===== config.mk =====
export PLATFORM = sky130hd
export DESIGN_NAME = hrm_top
export DESIGN_NICKNAME = d
export VERILOG_FILES = /design/src/hdl/hrm_pkg.sv /design/src/hdl/hrm_home_check.sv /design/src/hdl/hrm_mode_check.sv /design/src/hdl/hrm_top.sv
export SDC_FILE = /design/constraint.sdc
export NUM_CORES = 1
export LEC_CHECK = 0
export BUFFER_PORTS_ARGS = -buffer_cell sky130_fd_sc_hd__buf_4
export CAP_MARGIN = 30
export CORE_MARGIN = 1
export CORE_UTILIZATION = 56
export CTS_BUF_LIST = sky130_fd_sc_hd__clkbuf_4 sky130_fd_sc_hd__clkbuf_8 sky130_fd_sc_hd__clkbuf_16
export CTS_CLUSTER_DIAMETER = 100
export DETAILED_ROUTE_END_ITERATION = 8
export PLACE_DENSITY = 0.78
export SETUP_SLACK_MARGIN = 0.2
export SYNTH_ARGS = -nofsm -noshare
export SYNTH_HDL_FRONTEND = slang
export SYNTH_HIERARCHICAL = 1
export SYNTH_SLANG_ARGS = --single-unit

===== constraint.sdc =====
create_clock -name pclk -period 3.04 [get_ports pclk]
set_input_delay 0.304 -clock pclk [delete_from_list [all_inputs] [get_ports pclk]]
set_output_delay 0.304 -clock pclk [all_outputs]
set_load 0.05 [all_outputs]

===== src/hdl/hrm_pkg.sv =====
package hrm_pkg;

   // ==========================================================
   // Bus and register map
   // ==========================================================
   localparam int ADDR_W = 8;
   localparam int DATA_W = 32;
   localparam int AXES = 8;
   localparam int AXIS_W = 3;
   localparam logic [ADDR_W-1:0] OFS_AMP_CFG = 8'h00;
   localparam logic [ADDR_W-1:0] OFS_HR_REQ = 8'h04;
   localparam logic [ADDR_W-1:0] OFS_MODE_REQ = 8'h08;
   localparam logic [ADDR_W-1:0] OFS_STATUS = 8'h0C;
   localparam logic [ADDR_W-1:0] OFS_MASK = 8'h10;
   localparam logic [ADDR_W-1:0] OFS_LAST = 8'h14;
   localparam logic [ADDR_W-1:0] OFS_ERR_BASE = 8'h40;
   localparam logic [ADDR_W-1:0] OFS_ERR_LAST = 8'h5C;

   // ==========================================================
   // Field positions and reset values
   // ==========================================================
   localparam int CFG_COMM_DIGIT_BIT = 0;
   localparam int CFG_MARKER_BIT = 1;
   localparam logic [1:0] CFG_RESET = 2'h0;
   localparam int ST_W = 4;
   localparam int ST_HOME_BIT = 0;
   localparam int ST_MODE_BIT = 1;
   localparam int ST_ERR_BIT = 2;
   localparam int ST_STOP_BIT = 3;
   localparam logic [ST_W-1:0] MASK_RESET = 4'h0;
   localparam int ERR_W = 16;
   localparam int ERR_MODE_LSB = 16;

   // ==========================================================
   // Minor error codes
   // ==========================================================
   localparam logic [ERR_W-1:0] ERR_NONE = 16'h0000;
   localparam logic [ERR_W-1:0] ERR_ZPHASE = 16'h0078;
   localparam logic [ERR_W-1:0] ERR_METHOD = 16'h0085;
   localparam logic [ERR_W-1:0] ERR_TORQUE_INIT = 16'h009A;
   localparam logic [ERR_W-1:0] ERR_DRIVER_HR = 16'h00C2;
   localparam logic [ERR_W-1:0] ERR_CONT_TORQUE = 16'h013E;

   // ==========================================================
   // Enumerations
   // ==========================================================
   typedef enum logic [3:0] {
      HR_DOG1 = 4'h0, HR_DOG2 = 4'h1, HR_CNT1 = 4'h2, HR_CNT2 = 4'h3,
      HR_CNT3 = 4'h4, HR_DSET1 = 4'h5, HR_DSET2 = 4'h6, HR_CRADLE = 4'h7,
      HR_STOP1 = 4'h8, HR_STOP2 = 4'h9, HR_LIMIT = 4'hA, HR_SCALE = 4'hB,
      HR_DOGLESS = 4'hC, HR_DRIVER = 4'hD, HR_RSV_E = 4'hE, HR_RSV_F = 4'hF
   } hrm_method_type;

   typedef enum logic [1:0] {
      ENC_ABS_LINEAR = 2'h0, ENC_INC_LINEAR = 2'h1,
      ENC_ABS_DD = 2'h2, ENC_INC_DD = 2'h3
   } hrm_enc_type;

   typedef enum logic [1:0] {
      OP_NONE = 2'h0, OP_A = 2'h1, OP_B = 2'h2, OP_C = 2'h3
   } hrm_op_type;

   typedef enum logic [1:0] {
      MODE_POS = 2'h0, MODE_SPEED = 2'h1, MODE_TORQUE = 2'h2, MODE_CONT_TORQUE = 2'h3
   } hrm_mode_type;

   // ==========================================================
   // Carriers
   // ==========================================================
   typedef struct packed {
      logic cond_sel;
      hrm_enc_type enc;
      logic zphase_passed;
      logic family;
      hrm_method_type method;
      logic [AXIS_W-1:0] axis;
   } hrm_hr_req_type;

   typedef struct packed {
      logic start;
      hrm_op_type op;
      logic retry;
      logic cond;
      logic [ERR_W-1:0] err;
   } hrm_hr_res_type;

   typedef struct packed {
      logic torque_init_sel;
      hrm_mode_type mode;
      logic [AXIS_W-1:0] axis;
   } hrm_mode_req_type;

   typedef struct packed {
      logic switch_ok;
      logic stop;
      logic [ERR_W-1:0] err;
   } hrm_mode_res_type;

   // Set wins over a write-one clear
   function automatic logic [ST_W-1:0] sticky(input logic [ST_W-1:0] cur,
                                               input logic [ST_W-1:0] set,
                                               input logic [ST_W-1:0] clr);
      return set | (cur & ~clr);
   endfunction

   function automatic logic [AXIS_W-1:0] err_index(input logic [ADDR_W-1:0] a);
      return a[AXIS_W+1:2];
   endfunction

endpackage


===== src/hdl/hrm_home_check.sv =====
`timescale 1ns/1ps
module hrm_home_check (
   input hrm_pkg::hrm_hr_req_type req,
   input wire logic comm_digit,
   input wire logic marker_ok,
   output hrm_pkg::hrm_hr_res_type res
);
   always_comb begin
      res = '0;
      res.start = 1'b1;
      case (req.method)
         hrm_pkg::HR_DSET2, hrm_pkg::HR_STOP1, hrm_pkg::HR_STOP2,
         hrm_pkg::HR_RSV_E, hrm_pkg::HR_RSV_F: begin
            res.start = 1'b0; // RULE2
            res.err = hrm_pkg::ERR_METHOD; // RULE2
         end
         hrm_pkg::HR_DRIVER: begin
            res.start = 1'b0; // RULE3
            res.err = hrm_pkg::ERR_DRIVER_HR; // RULE3
         end
         hrm_pkg::HR_DOGLESS: begin
            case (req.enc)
               hrm_pkg::ENC_ABS_LINEAR: begin
                  res.op = hrm_pkg::OP_C; // RULE4
                  res.retry = 1'b0;
                  res.cond = 1'b0;
               end
               hrm_pkg::ENC_ABS_DD: begin
                  res.op = req.cond_sel ? hrm_pkg::OP_B : hrm_pkg::OP_A; // RULE4
                  res.retry = ~req.cond_sel;
                  res.cond = req.cond_sel;
               end
               default: begin
                  res.op = hrm_pkg::OP_A; // RULE4
                  res.retry = 1'b1;
                  res.cond = 1'b0;
               end
            endcase
         end
         default: begin
            res.op = hrm_pkg::OP_A; // RULE1
         end
      endcase
      // Z phase gate only applies to methods that would otherwise start
      if (res.start && !req.zphase_passed) begin
         if ((!req.family && !comm_digit) || (req.family && !marker_ok)) begin
            res.start = 1'b0; // RULE5 RULE6
            res.err = hrm_pkg::ERR_ZPHASE; // RULE5 RULE6
         end
      end
      if (!res.start) begin
         res.op = hrm_pkg::OP_NONE;
         res.retry = 1'b0;
         res.cond = 1'b0;
      end
   end
endmodule // hrm_home_check


===== src/hdl/hrm_mode_check.sv =====
`timescale 1ns/1ps
module hrm_mode_check (
   input hrm_pkg::hrm_mode_req_type req,
   output hrm_pkg::hrm_mode_res_type res
);
   always_comb begin
      res = '0;
      case (req.mode)
         hrm_pkg::MODE_CONT_TORQUE: begin
            res.stop = 1'b1; // RULE8
            res.err = hrm_pkg::ERR_CONT_TORQUE; // RULE8
         end
         default: begin
            res.switch_ok = 1'b1; // RULE7
            // Feedback torque unsupported: switch still proceeds
            if (req.torque_init_sel) begin
               res.err = hrm_pkg::ERR_TORQUE_INIT; // RULE9
            end
         end
      endcase
   end
endmodule // hrm_mode_check


===== src/hdl/hrm_top.sv =====
`timescale 1ns/1ps
// Notes on behaviour
// RULE1: Proximity dog 1/2, count 1-3, data set 1, dog cradle, limit combined, scale and dogless start.
// RULE2: Data set 2 and stopper 1/2 give minor error 133 and no home return.
// RULE3: Driver home return gives minor error 194 and no home return.
// RULE4: Dogless return picks operation, retry and condition from amplifier and encoder type.
// RULE5: First family returns without Z phase only if the comm mode select digit is 1, else error 120.
// RULE6: Second family returns without Z phase only if marker transit select allows, else error 120.
// RULE7: Position, speed and torque control modes are accepted.
// RULE8: Switching to continuous-operation-to-torque gives minor error 318 and stops the operation.
// RULE9: Torque initial selection 1 gives minor error 154 and command torque is used.
// RULE10: Each minor error is latched per axis in a readable location and flags an error event.
module hrm_top (
   input wire logic pclk,
   input wire logic presetn,
   input wire logic psel,
   input wire logic penable,
   input wire logic pwrite,
   input wire logic [hrm_pkg::ADDR_W-1:0] paddr,
   input wire logic [hrm_pkg::DATA_W-1:0] pwdata,
   output logic [hrm_pkg::DATA_W-1:0] prdata,
   output logic pready,
   output logic pslverr,
   output logic irq,
   output logic hr_start,
   output logic [hrm_pkg::AXIS_W-1:0] hr_axis,
   output hrm_pkg::hrm_method_type hr_method,
   output hrm_pkg::hrm_op_type hr_op,
   output logic hr_retry,
   output logic hr_cond,
   output logic mode_switch,
   output logic [hrm_pkg::AXIS_W-1:0] mode_axis,
   output hrm_pkg::hrm_mode_type mode_sel,
   output logic torque_init_fb,
   output logic op_stop
);

   // ==========================================================
   // Storage
   // ==========================================================
   logic [1:0] cfg_q;
   hrm_pkg::hrm_hr_req_type hr_req_q;
   hrm_pkg::hrm_mode_req_type mode_req_q;
   logic hr_go_q;
   logic mode_go_q;
   logic [hrm_pkg::ST_W-1:0] status_q;
   logic [hrm_pkg::ST_W-1:0] status_d;
   logic [hrm_pkg::ST_W-1:0] mask_q;
   logic [hrm_pkg::ERR_W-1:0] err_q [hrm_pkg::AXES];
   hrm_pkg::hrm_mode_type cur_mode_q [hrm_pkg::AXES];
   logic [hrm_pkg::ERR_W-1:0] last_err_q;
   logic [hrm_pkg::DATA_W-1:0] prdata_q;
   logic pready_q;
   logic pslverr_q;
   logic irq_q;
   logic hr_start_q;
   logic [hrm_pkg::AXIS_W-1:0] hr_axis_q;
   hrm_pkg::hrm_method_type hr_method_q;
   hrm_pkg::hrm_op_type hr_op_q;
   logic hr_retry_q;
   logic hr_cond_q;
   logic mode_switch_q;
   logic [hrm_pkg::AXIS_W-1:0] mode_axis_q;
   hrm_pkg::hrm_mode_type mode_sel_q;
   logic op_stop_q;
   logic torque_init_fb_q;

   hrm_pkg::hrm_hr_res_type hr_res;
   hrm_pkg::hrm_mode_res_type mode_res;

   // ==========================================================
   // Bus decode
   // ==========================================================
   logic access;
   logic wr_en;
   logic rd_phase;
   logic addr_ok;
   logic err_hit;
   logic [hrm_pkg::DATA_W-1:0] rdata_d;
   logic [hrm_pkg::ST_W-1:0] ev_set;
   logic [hrm_pkg::ST_W-1:0] ev_clr;
   logic hr_err_ev;
   logic mode_err_ev;

   assign access = psel && penable;
   // Writes land on the edge where pready is seen high
   assign wr_en = access && pwrite && pready_q;
   // One wait state keeps prdata and pready registered
   assign rd_phase = access && !pready_q;
   // One aligned error word per axis
   assign err_hit = (paddr >= hrm_pkg::OFS_ERR_BASE) && (paddr <= hrm_pkg::OFS_ERR_LAST)
                    && (paddr[1:0] == 2'h0);

   always_comb begin
      addr_ok = 1'b1;
      rdata_d = '0;
      case (paddr)
         hrm_pkg::OFS_AMP_CFG: begin
            rdata_d[1:0] = cfg_q;
         end
         hrm_pkg::OFS_HR_REQ: begin
            rdata_d[$bits(hrm_pkg::hrm_hr_req_type)-1:0] = hr_req_q;
         end
         hrm_pkg::OFS_MODE_REQ: begin
            rdata_d[$bits(hrm_pkg::hrm_mode_req_type)-1:0] = mode_req_q;
         end
         hrm_pkg::OFS_STATUS: begin
            rdata_d[hrm_pkg::ST_W-1:0] = status_q;
         end
         hrm_pkg::OFS_MASK: begin
            rdata_d[hrm_pkg::ST_W-1:0] = mask_q;
         end
         hrm_pkg::OFS_LAST: begin
            rdata_d[hrm_pkg::ERR_W-1:0] = last_err_q;
            rdata_d[hrm_pkg::ERR_MODE_LSB +: 2] = hr_op_q;
            rdata_d[hrm_pkg::ERR_MODE_LSB + 2] = hr_retry_q;
            rdata_d[hrm_pkg::ERR_MODE_LSB + 3] = hr_cond_q;
         end
         default: begin
            if (err_hit) begin
               rdata_d[hrm_pkg::ERR_W-1:0] = err_q[hrm_pkg::err_index(paddr)]; // RULE10
               rdata_d[hrm_pkg::ERR_MODE_LSB +: 2] = cur_mode_q[hrm_pkg::err_index(paddr)];
            end else begin
               addr_ok = 1'b0;
            end
         end
      endcase
   end

   // ==========================================================
   // APB answer
   // ==========================================================
   always_ff @(posedge pclk or negedge presetn) begin
      if (!presetn) begin
         pready_q <= 1'b0;
         pslverr_q <= 1'b0;
         prdata_q <= '0;
      end else begin
         pready_q <= rd_phase;
         pslverr_q <= rd_phase && !addr_ok;
         if (rd_phase && !pwrite) begin
            prdata_q <= rdata_d;
         // Read data stands only in the pready cycle
         end else if (!access || pready_q) begin
            prdata_q <= '0;
         end
      end
   end

   // ==========================================================
   // Software registers
   // ==========================================================
   always_ff @(posedge pclk or negedge presetn) begin
      if (!presetn) begin
         cfg_q <= hrm_pkg::CFG_RESET;
         mask_q <= hrm_pkg::MASK_RESET;
      end else if (wr_en) begin
         if (paddr == hrm_pkg::OFS_AMP_CFG) begin
            cfg_q <= pwdata[1:0];
         end
         if (paddr == hrm_pkg::OFS_MASK) begin
            mask_q <= pwdata[hrm_pkg::ST_W-1:0];
         end
      end
   end

   // A write to a request register arms one check on the next edge
   always_ff @(posedge pclk or negedge presetn) begin
      if (!presetn) begin
         hr_req_q <= '0;
         mode_req_q <= '0;
         hr_go_q <= 1'b0;
         mode_go_q <= 1'b0;
      end else begin
         hr_go_q <= wr_en && (paddr == hrm_pkg::OFS_HR_REQ);
         mode_go_q <= wr_en && (paddr == hrm_pkg::OFS_MODE_REQ);
         if (wr_en && (paddr == hrm_pkg::OFS_HR_REQ)) begin
            hr_req_q <= pwdata[$bits(hrm_pkg::hrm_hr_req_type)-1:0];
         end
         if (wr_en && (paddr == hrm_pkg::OFS_MODE_REQ)) begin
            mode_req_q <= pwdata[$bits(hrm_pkg::hrm_mode_req_type)-1:0];
         end
      end
   end

   // ==========================================================
   // Checkers
   // ==========================================================
   hrm_home_check u_home (
      .req(hr_req_q),
      .comm_digit(cfg_q[hrm_pkg::CFG_COMM_DIGIT_BIT]),
      .marker_ok(cfg_q[hrm_pkg::CFG_MARKER_BIT]),
      .res(hr_res)
   );

   hrm_mode_check u_mode (
      .req(mode_req_q),
      .res(mode_res)
   );

   assign hr_err_ev = hr_go_q && (hr_res.err != hrm_pkg::ERR_NONE);
   assign mode_err_ev = mode_go_q && (mode_res.err != hrm_pkg::ERR_NONE);

   // ==========================================================
   // Home return output
   // ==========================================================
   always_ff @(posedge pclk or negedge presetn) begin
      if (!presetn) begin
         hr_start_q <= 1'b0;
         hr_axis_q <= '0;
         hr_method_q <= hrm_pkg::HR_DOG1;
         hr_op_q <= hrm_pkg::OP_NONE;
         hr_retry_q <= 1'b0;
         hr_cond_q <= 1'b0;
      end else begin
         hr_start_q <= hr_go_q && hr_res.start; // RULE1 RULE2 RULE3
         if (hr_go_q) begin
            hr_axis_q <= hr_req_q.axis;
            hr_method_q <= hr_req_q.method;
            hr_op_q <= hr_res.op; // RULE4
            hr_retry_q <= hr_res.retry; // RULE4
            hr_cond_q <= hr_res.cond; // RULE4
         end
      end
   end

   // ==========================================================
   // Control mode output
   // ==========================================================
   always_ff @(posedge pclk or negedge presetn) begin
      if (!presetn) begin
         mode_switch_q <= 1'b0;
         mode_axis_q <= '0;
         mode_sel_q <= hrm_pkg::MODE_POS;
         op_stop_q <= 1'b0;
      end else begin
         mode_switch_q <= mode_go_q && mode_res.switch_ok; // RULE7
         op_stop_q <= mode_go_q && mode_res.stop; // RULE8
         if (mode_go_q) begin
            mode_axis_q <= mode_req_q.axis;
         end
         if (mode_go_q && mode_res.switch_ok) begin
            mode_sel_q <= mode_req_q.mode; // RULE7
         end
      end
   end

   // Only command torque is ever handed on after a switch
   always_ff @(posedge pclk or negedge presetn) begin
      if (!presetn) begin
         torque_init_fb_q <= 1'b0;
      end else begin
         if (mode_go_q) begin
            torque_init_fb_q <= 1'b0; // RULE9
         end
      end
   end

   // Current mode per axis; a refused switch leaves it unchanged
   always_ff @(posedge pclk or negedge presetn) begin
      if (!presetn) begin
         for (int i = 0; i < hrm_pkg::AXES; i++) begin
            cur_mode_q[i] <= hrm_pkg::MODE_POS;
         end
      end else if (mode_go_q && mode_res.switch_ok) begin
         cur_mode_q[mode_req_q.axis] <= mode_req_q.mode; // RULE7 RULE8
      end
   end

   // ==========================================================
   // Per-axis error latch
   // ==========================================================
   // Mode error wins when both checks report on one axis in one cycle
   always_ff @(posedge pclk or negedge presetn) begin
      if (!presetn) begin
         for (int i = 0; i < hrm_pkg::AXES; i++) begin
            err_q[i] <= hrm_pkg::ERR_NONE;
         end
         last_err_q <= hrm_pkg::ERR_NONE;
      end else begin
         for (int i = 0; i < hrm_pkg::AXES; i++) begin
            if (mode_err_ev && (mode_req_q.axis == i[hrm_pkg::AXIS_W-1:0])) begin
               err_q[i] <= mode_res.err; // RULE8 RULE9 RULE10
            end else if (hr_err_ev && (hr_req_q.axis == i[hrm_pkg::AXIS_W-1:0])) begin
               err_q[i] <= hr_res.err; // RULE2 RULE3 RULE5 RULE6 RULE10
            end else if (wr_en && err_hit && (hrm_pkg::err_index(paddr) == i[hrm_pkg::AXIS_W-1:0])) begin
               err_q[i] <= hrm_pkg::ERR_NONE;
            end
         end
         if (mode_err_ev) begin
            last_err_q <= mode_res.err; // RULE10
         end else if (hr_err_ev) begin
            last_err_q <= hr_res.err; // RULE10
         end
      end
   end

   // ==========================================================
   // Events and interrupt
   // ==========================================================
   always_comb begin
      ev_set = '0;
      ev_set[hrm_pkg::ST_HOME_BIT] = hr_go_q && hr_res.start;
      ev_set[hrm_pkg::ST_MODE_BIT] = mode_go_q && mode_res.switch_ok;
      ev_set[hrm_pkg::ST_ERR_BIT] = hr_err_ev || mode_err_ev; // RULE10
      ev_set[hrm_pkg::ST_STOP_BIT] = mode_go_q && mode_res.stop;
      ev_clr = '0;
      if (wr_en && (paddr == hrm_pkg::OFS_STATUS)) begin
         ev_clr = pwdata[hrm_pkg::ST_W-1:0];
      end
      status_d = hrm_pkg::sticky(status_q, ev_set, ev_clr);
   end

   always_ff @(posedge pclk or negedge presetn) begin
      if (!presetn) begin
         status_q <= '0;
         irq_q <= 1'b0;
      end else begin
         status_q <= status_d;
         irq_q <= |(status_d & mask_q);
      end
   end

   // ==========================================================
   // Outputs
   // ==========================================================
   assign prdata = prdata_q;
   assign pready = pready_q;
   assign pslverr = pslverr_q;
   assign irq = irq_q;
   assign hr_start = hr_start_q;
   assign hr_axis = hr_axis_q;
   assign hr_method = hr_method_q;
   assign hr_op = hr_op_q;
   assign hr_retry = hr_retry_q;
   assign hr_cond = hr_cond_q;
   assign mode_switch = mode_switch_q;
   assign mode_axis = mode_axis_q;
   assign mode_sel = mode_sel_q;
   assign torque_init_fb = torque_init_fb_q;
   assign op_stop = op_stop_q;

endmodule // hrm_top


Word level (Yosys, flattened, before mapping)
Index checks and enable logic that the tools add are counted.
{ "word_totals": {"regBits": 244, "latch_bits": 0, "ramBits": 0, "mem_bits_ro": 0, "out_inout_bits": 55, "elab_cells": 237, "mem_count": 0} }
{ "classes": {"addsub": 0, "mul": 0, "div": 0, "magnitude_cmp": 5, "eq_ne": 35, "shift": 0, "muxes": 62, "bitwise_logic": 7, "reduce_logical": 83} }
{ "op_table": {"columns": ["cell", "n"], "rows": [
  ["16-bit 2-to-1 mux", 30],
  ["32-bit 2-to-1 mux", 2],
  ["16-bit binary-select mux with 3-bit select", 1],
  ["1-bit logical AND", 45],
  ["3-bit equality test, second input constant", 12],
  ["16-bit nonzero test", 2],
  ["4-bit equality test, second input constant", 6],
  ["2-bit case mux with 6 select lines", 2],
  ["3-bit nonzero test", 8],
  ["3-bit by 2-bit equality test with 1-bit output, second input constant", 6],
  ["18-bit 2-to-1 mux", 1],
  ["6-bit case mux with 3 select lines", 1],
  ["16-bit bitwise mux", 1],
  ["8-bit by 4-bit equality test with 1-bit output, second input constant", 2],
  ["8-bit by 5-bit equality test with 1-bit output, second input constant", 2],
  ["8-bit 2-to-1 mux", 2],
  ["8-bit case mux with 2 select lines", 1],
  ["2-bit 2-to-1 mux", 6],
  ["6-bit case mux with 2 select lines", 1],
  ["6-bit OR reduction", 2],
  ["5-bit OR reduction", 2],
  ["3-bit by 1-bit equality test with 1-bit output, second input constant", 3],
  ["3-bit zero test", 3],
  ["4-bit AND", 2],
  ["other kinds (26)", 49]
]} }

Depth between registers and ports, before layout
Gate-level depths: netlist of run 1.
{ "logic_depth": {"ltp_word": 11, "ltp_mapped": 13, "ltp_nobuf": 8} }

By module
The synthesis of run 1 kept the hierarchy.
{ "by_module_without_submodules": {"columns": ["mod", "instances", "cells_per_inst", "area_per_inst_um2", "seq_area_each_um2"], "rows": [
  ["hrm_top", 1, 1250, 12453.2, 5805.6],
  ["hrm_home_check", 1, 34, 245.2, 0.0],
  ["hrm_mode_check", 1, 19, 133.9, 0.0]
]} }

Worst setup path after synthesis of run 1
OpenSTA, ideal clock, no wires.
{ "synth_timing": {"path_kind": "reg-to-reg", "from": "register hr_req_q[5] (netlist bit)", "to": "register err_q[85] (netlist bit)", "setup_ns": 0.089, "arrival_time_ns": 3.164, "t_required_ns": 2.951, "slack_ns": -0.213, "path_stages_with_launch": 13, "path_cell_list": "dfrtp_1 > nor3b_1 > a21o_1 > nor2_1 > buf_4 > clkbuf_1 > or4_1 > nor4_4 > nor3_1 > or3_1 > buf_6 > buf_6 > o221ai_2"} }
{ "synth_rtl": {"columns": ["element", "line_no", "rtl"], "rows": [
  ["from (decl)", "hrm_top.sv:42", "hrm_pkg::hrm_hr_req_type hr_req_q;"],
  ["from (signal assigned)", "hrm_top.sv:178", "hr_req_q <= pwdata[$bits(hrm_pkg::hrm_hr_req_type)-1:0];"],
  ["to (signal, indexed assignment)", "hrm_top.sv:277", "err_q[i] <= hrm_pkg::ERR_NONE;"],
  ["to (signal, indexed assignment)", "hrm_top.sv:283", "err_q[i] <= mode_res.err;"],
  ["to (signal, indexed assignment)", "hrm_top.sv:285", "err_q[i] <= hr_res.err;"],
  ["to (decl)", "hrm_top.sv:49", "logic [hrm_pkg::ERR_W-1:0] err_q [hrm_pkg::AXES];"]
]} }

==> key figures, run 1 <==
Global routing
  • First-pass GRT wire length: 59700 um
  • Initial antenna violation count: 0
  • GRT Total Usage: 32.7%
  • Vias in the first global route: 10800
  • Largest net degree at the start of global routing: 85
  • Global route total overflow: 0

Critical path
  • Critical path fanouts, max: 8
  • Worst Setup Path Type: reg -> reg
  • CP required: 3.49 ns
  • CP Launch Type: flop
  • CP Capture Type: flop
  • Worst Setup SP: mode_req_q[4]
  • R2R Path Start: mode_req_q[4]
  • CP arrival: 3.24 ns

Routing
  • Routed vias: 10900
  • # DRC: 0
  • Routed len/inst: 23.3 um
  • Met2 routed WL: 17900 um
  • Top routing layer used: met4
  • Met1 WL: 14500 um
  • DRT antenna net count: 0
  • Total iterations of the first detailed-routing run: 5
  • Final wirelength: 38300 um
  • Drt via density: 6.63
  • Starting DRT DRC Count: 1361
  • Metal3 WL: 4270 um

Final layout
  • Ant diodes: 0
  • Filler cell count: 1687
  • Reg area: 0.00581 sq mm
  • Share of layout cells above drive strength 1: 26.3%
  • Final core utilization: 65.3%
  • Footprint of the multi-input gates: 0.00629 sq mm
  • Synth-to-Final Area Change: 14.9%
  • Net count, final: 1382

Hold path
  • Hold Path Origin: pwdata[11]
  • Worst hold path type: in -> reg

Status
  • Status: finished clean

Synthesis
  • Register area share after synthesis: 45.2%
  • Post-Synth Adder-Cell Area: 0%
  • Share of synthesized cell area in and, or, nand and nor gates: 15.3%
  • Synth top area share: 45.2%
  • Synth Instances: 1303
  • Top cells by area, synth: dfrtp_1 (45%), mux4_2 (6.5%), mux2_2 (6.2%)
  • Synth cell count leaders: dfrtp_1 (232), nor2_1 (126), nand2_1 (118)
  • Mean area per synthesized cell: 9.85 sq um
  • XOR/XNOR Fraction of Synth Area: 0%
  • Post-synth EDFFs: 0
  • Cell Area, Synth: 0.0128 sq mm
  • Post-synth top area cell: dfrtp_1
  • Synth Flop Type: dfrtp_1
  • Compound-Gate Fraction of Synth Area: 18.0%
  • Synth Register Bits: 232
  • Syn. warnings: 6
  • Post-synthesis mux area share: 13.6%
  • Count leader, synth: dfrtp_1
  • Main combinational cell family by area after synthesis: compound AO/OA/AOI/OAI gates
  • Post-synth ARST share: 100%
  • Synth unique cells: 67

Power
  • Comb power frac: 7.2%
  • Sw frac: 24.1%
  • Cell Int Power: 0.00509 W
  • Lkg Pwr: 6.78 nW
  • Maximum vdd drop: 0.349 mV
  • NetSw: 0.00162 W
  • Clock share of power: 45.7%
  • Reg power frac: 47.1%
  • PD cells: 455 mW/mm^2

Die
  • Core area: 0.0226 sq mm
  • Die area: 0.0235 sq mm
  • Die Height: 153 um
  • Cell Rows: 55
  • Num ports: 100
  • Initial Utilization: 56.9%
  • Die width: 153 um

Placement
  • Port bufs: 66
  • Placement Setup Slack: -0.00940 ns
  • Final HPWL DP: 25100 um
  • Routability-driven placement congestion ratio: 0.925

Timing
  • Measured slew at the worst slew-check pin: 0.767 ns
  • Period utilization: 91.9%
  • Max_slew headroom: 48.9%
  • Max Clock Freq: 358 MHz
  • Final worst setup slack: 0.246 ns
  • Final hold viol count: 0
  • Final worst path period need: 2.79 ns
  • RSZ-0062 raised after global routing: no
  • Final Max Tran Viols: 0
  • Worst Hold Slack: 0.00750 ns
  • Skew final: 0.0176 ns
  • # setup viols final: 0

Clock tree
  • CTS max path bufs: 3
  • CTS Buf Count: 26
  • CTS root buffer: clkbuf_16
  • Clk_lat worst skew: 0.53 ns
  • Sink Count: 232
  • Register clock-pin slew on the reported worst setup and hold paths: 0.06 ns
  • Htree depth: 1
  • CTS tree: built

Job
  • Maxcap violations: 0
-- kinds of logic (layout without fill, tap and decap cells) --
family,count (synthesis),in the layout
AND/OR/NAND/NOR,409,409
AO/OA/AOI/OAI,331,331
flip-flops,232,232
buffers and inverters,209,234
multiplexers,119,119
other,3,30
-- per-layer routing --
layer / global-route usage [%] / vias to the layer above
met1: 43.1 / 5327
met5: 0 / -
met4: 15.6 / 0
li1: - / 4714
met3: 6.72 / 138
met2: 51.9 / 700
-- through the flow --
stage                     std cells  area [sq um]  setup TNS, ns  power [W]
after global routing           1640         14800              0    0.00688
after detailed placement       1585         13700       -0.00940    0.00367
after global placement         1584         13700              0    0.00366
final                          1640         14800              0    0.00671
after floorplan                1330         13000              0    0.00353
after CTS                      1639         14700              0    0.00670
-- area by class of cell --
class	count	share of cell area (%)
clock buffers	38	5.35
repair buffers	152	8.99
multi-input cells	889	42.6
well taps	285	2.42
flip-flops and latches	232	39.4
inverters	36	0.916
clock inverters	8	0.314
-- power groups by stage --
| stage | logic, W | clock network (W) | registers (W) |
|---|---|---|---|
| floorplan | 0.000299 | 0 | 0.00323 |
| global placement | 0.000446 | 0 | 0.00321 |
| detailed placement | 0.000452 | 0 | 0.00321 |
| CTS | 0.000457 | 0.00308 | 0.00316 |
| global route | 0.000520 | 0.00319 | 0.00316 |
| finish | 0.000485 | 0.00306 | 0.00316 |
-- placed cells by master, fill, tap and decap left out, drive strengths merged, types with 3 or more instances in the layout --
cell     netlist  routed
or3            6       6
a221oi        13      13
nand3         62      62
nor2b         14      14
a32oi          4       4
or2            4       4
a21o           5       5
and2           5       5
buf           76     150
a2bb2oi       58      58
o41ai          4       4
mux4          37      37
clkinv         0       7
nor4b          4       4
nand2b         5       5
a21oi         87      87
mux2i         10      10
nor2         126     126
dfrtp        232     232
nand4          3       3
nor3b         11      11
mux2          72      72
a31oi         46      46
conb           3      30
nand3b         3       3
clkbuf        97      39
or4           11      11
nor3          21      21
o21ai         57      57
nor4           5       5
o221ai        16      16
inv           36      36
nand2        118     118
o22a           6       6
o2bb2ai       16      16
a2111oi        8       8
-- state kept, by name, summed over array words and instances (netlist names), 6 cells and up --
| register | count |
|---|---|
| mode_req_q | 6 |
| last_err_q | 16 |
| hr_req_q | 12 |
| err_q | 128 |
| prdata | 20 |
| cur_mode_q | 16 |
-- worst paths after layout --
path | end | slack (ns) | cells past startpoint
max | err_q[94] | 0.25 | 7
min | hr_req_q[11] | 0.007 | 2
max reg2reg | err_q[94] | 0.25 | 7
min reg2reg | err_q[127] | 0.49 | 1
max in group asynchronous | hr_retry | 1.80 | 3
min in group asynchronous | status_q[3] | 0.38 | 2
-- critical path: stages (launching register included) --
cell and delay, ns:
dfrtp_1 0.42, a21o_1 0.27, or4_4 0.58, o41a_1 0.51, nor2b_4 0.17, or3_4 0.42
clkbuf_16 0.20, o221ai_2 0.16
-- repair_timing --
| action | in CTS | in global routing |
|---|---|---|
| hold buffers | 1 | 0 |
| buffers inserted | 7 | 0 |
| resized for setup | 10 | 10 |
| gates cloned | 0 | 1 |
| setup endpoints to repair | 65 | 87 |
| endpoints found under the hold margin | 80 | 0 |
| pin swaps | 1 | 5 |
Power figures use the tool's default switching activity.
==> run 2: changes to the inputs <==
--- a/config.mk
+++ b/config.mk
@@ -7,6 +7,7 @@
 export LEC_CHECK = 0
 export BUFFER_PORTS_ARGS = -buffer_cell sky130_fd_sc_hd__buf_4
 export CAP_MARGIN = 30
+export CORE_ASPECT_RATIO = 1.4
 export CORE_MARGIN = 1
 export CORE_UTILIZATION = 56
 export CTS_BUF_LIST = sky130_fd_sc_hd__clkbuf_4 sky130_fd_sc_hd__clkbuf_8 sky130_fd_sc_hd__clkbuf_16
==> key figures, run 2 (synthesis gave the netlist of run 1 again) <==
Global routing
  • Grt met2 use: 55.8% (+3.8 points)
  • GRT Total Usage: 34.2% (+1.5 points)
  • Met3 Usage GRT: 6.51% (-0.20 points)
  • Global route total overflow: 0 (unchanged)
  • First-pass GRT wire length: 61700 um (+3.2%)
  • Busiest grt layer: met2
  • Initial antenna violation count: 1 (+1)
  • Vias in the first global route: 11300 (+4.8%)
  • Met1 usage: 40.4% (-2.7 points)
  • Largest net degree at the start of global routing: 87 (+2.4%)

Die
  • Cell Rows: 65 (+18%)
  • Core area: 0.0225 sq mm (-0.19%)
  • Die area: 0.0235 sq mm (about the same)
  • Die width: 130 um (-15%)
  • Die Height: 181 um (+18%)
  • Num ports: 100 (unchanged)
  • Initial Utilization: 57.0% (+0.11 points)

Routing
  • Routed len/inst: 23.9 um (+2.5%)
  • # DRC: 0 (unchanged)
  • Starting DRT DRC Count: 1059 (-22%)
  • Total iterations of the first detailed-routing run: 8 (+3)
  • Routed vias: 11000 (+1.4%)
  • DRT antenna net count: 0 (unchanged)
  • Drt via density: 6.67 (+0.60%)
  • Final wirelength: 39500 um (+3.3%)

Placement
  • Port bufs: 66 (unchanged)
  • Final HPWL DP: 25700 um (+2.4%)
  • Routability-driven placement congestion ratio: 0.919 (-0.71%)
  • Placement Setup Slack: -0.0261 ns (-0.0167 ns)

Final layout
  • Share of layout cells above drive strength 1: 27.5% (+1.3 points)
  • Max reg flops: 128 (unchanged)
  • Synth-to-Final Area Change: 15.7%
  • Net count, final: 1381 (-0.072%)
  • Top reg by flops: err_q
  • Filler cell count: 1618 (-4.1%)
  • Most frequent cells in the layout: dfrtp_1 (231), buf_4 (134), nor2_1 (122), nand2_1 (117), a21oi_1 (81)
  • Commonest non-fill, non-tap cell in the layout: dfrtp_1

Timing
  • Skew final: 0.00836 ns (-0.00929 ns)
  • RSZ-0062 raised after global routing: yes
  • Period utilization: 95.6% (+3.6 points)
  • Max_slew headroom: 50.2% (+1.3 points)
  • Final hold viol count: 0 (unchanged)
  • Final worst setup slack: 0.135 ns (-0.111 ns)
  • Final worst path period need: 2.90 ns (+0.111 ns)
  • Max Clock Freq: 344 MHz (-3.8%)
  • Setup_tns: 0 ns (unchanged)
  • # setup viols final: 0 (unchanged)
  • Final Max Tran Viols: 0 (unchanged)
  • Measured slew at the worst slew-check pin: 0.746 ns (-0.0216 ns)

Power
  • NetSw: 0.00158 W (-2.1%)
  • Lkg Pwr: 6.76 nW (-0.29%)
  • Clock share of power: 44.4% (-1.3 points)
  • Maximum vdd drop: 0.377 mV (+8.0%)
  • Reg power frac: 48.1% (+1.0 points)
  • PD cells: 442 mW/mm^2 (-2.7%)
  • Comb power frac: 7.5% (+0.3 points)
  • Cell Int Power: 0.00499 W (-2.1%)
  • Sw frac: 24.1% (about the same)

Critical path
  • Worst reg2reg path endpoint: err_q[86]
  • Critical-path top delay cell: or4_4
  • Worst reg2reg setup slack: 0.14 ns (-0.11 ns)
  • CP arrival: 3.33 ns (+0.09 ns)
  • R2R cell count: 10 (+3)
  • Largest delay share family, worst path: simple AND/OR/NAND/NOR gates
  • CP bufs+invs: 3 (+2)
  • Worst Setup Path Type: reg -> reg
  • Crit path cell chain: mux2_4 > a21o_1 > buf_4 > or4_4 > nor4_4 > buf_12 > nor3_4 > or3_4 > clkbuf_16 > o221ai_2
  • Critical path fanouts, max: 7 (-1)
  • CP required: 3.47 ns (-0.02 ns)
  • CP max stage delay: 0.43 ns (-0.15 ns)
  • R2R Path Start: hr_req_q[3]
  • CP Launch Type: flop
  • CP Capture Type: flop

Clock tree
  • CTS tree: built
  • Sink Count: 232 (unchanged)
  • Clk_lat worst skew: 0.52 ns (about the same)
  • CTS Buf Count: 22 (-15%)
  • CTS root buffer: clkbuf_16
  • CTS max path bufs: 3 (unchanged)
  • Htree depth: 1 (unchanged)
  • Register clock-pin slew on the reported worst setup and hold paths: 0.06 ns (about the same)

Hold path
  • Worst hold path endpoint: hr_req_q[6]
  • Hold Path Depth: 2 (unchanged)
  • Worst hold path type: in -> reg
  • Hold Path Origin: pwdata[6]

Status
  • Status: finished clean

Job
  • Maxcap violations: 0 (unchanged)
## run 2: power groups by stage
stage                     logic, W  clock network (W)  registers, W
after floorplan           0.000299                  0       0.00323
after detailed placement  0.000453                  0       0.00322
final                     0.000493            0.00292       0.00316
after global routing      0.000531            0.00305       0.00316
after CTS                 0.000458            0.00291       0.00316
after global placement    0.000446                  0       0.00321
## run 2: how the worst max path moves through the flow
stage	endpoint	from	cells past startpoint
2_1_floorplan	err_q[85]	hr_req_q[4]	12
3_3_place_gp	err_q[70]	hr_req_q[7]	9
3_5_place_dp	err_q[67]	hr_req_q[4]	8
4_1_cts	err_q[82]	hr_req_q[4]	10
5_1_grt	err_q[86]	hr_req_q[3]	10
6_report	err_q[86]	hr_req_q[3]	10
## run 2: metrics by stage
| stage | cells | hold slack, ns | util (%) | cell area, sq um | power (W) |
|---|---|---|---|---|---|
| 2_1_floorplan | 1330 | 0.00841 | - | 13000 | 0.00353 |
| 3_3_place_gp | 1601 | 0.350 | 61.1 | 13800 | 0.00366 |
| 3_5_place_dp | 1604 | 0.355 | 61.2 | 13800 | 0.00367 |
| 4_1_cts | 1647 | 0.0241 | 64.9 | 14600 | 0.00653 |
| 5_1_grt | 1652 | 0.0246 | 65.9 | 14800 | 0.00674 |
| 6_report | 1653 | 0.0241 | 65.9 | 14800 | 0.00657 |
## run 2: layer usage
metal / share of wire, % / up-vias
met5: 0 / -
li1: - / 4716
met3: 9.6 / 223
met4: 7.1 / 0
met1: 34 / 5312
met2: 49 / 780
## run 2: cell type report
type | instances | area, sq um | share of cell area, %
clock buffer | 30 | 659 | 4.44
multi-input combinational | 889 | 6400 | 43.1
tap | 301 | 377 | 2.54
sequential | 232 | 5810 | 39.1
timing repair buffer | 155 | 1370 | 9.24
antenna | 1 | 2.50 | 0.0169
clock inverter | 9 | 97.6 | 0.657
inverter | 36 | 135 | 0.910
## run 2: timing repair
item,in CTS,in global routing
pin swaps,2,10
setup endpoints to repair,128,119
gates cloned,0,1
hold buffers,1,0
resized for setup,10,34
setup buffers,3,4
endpoints found under the hold margin,82,0
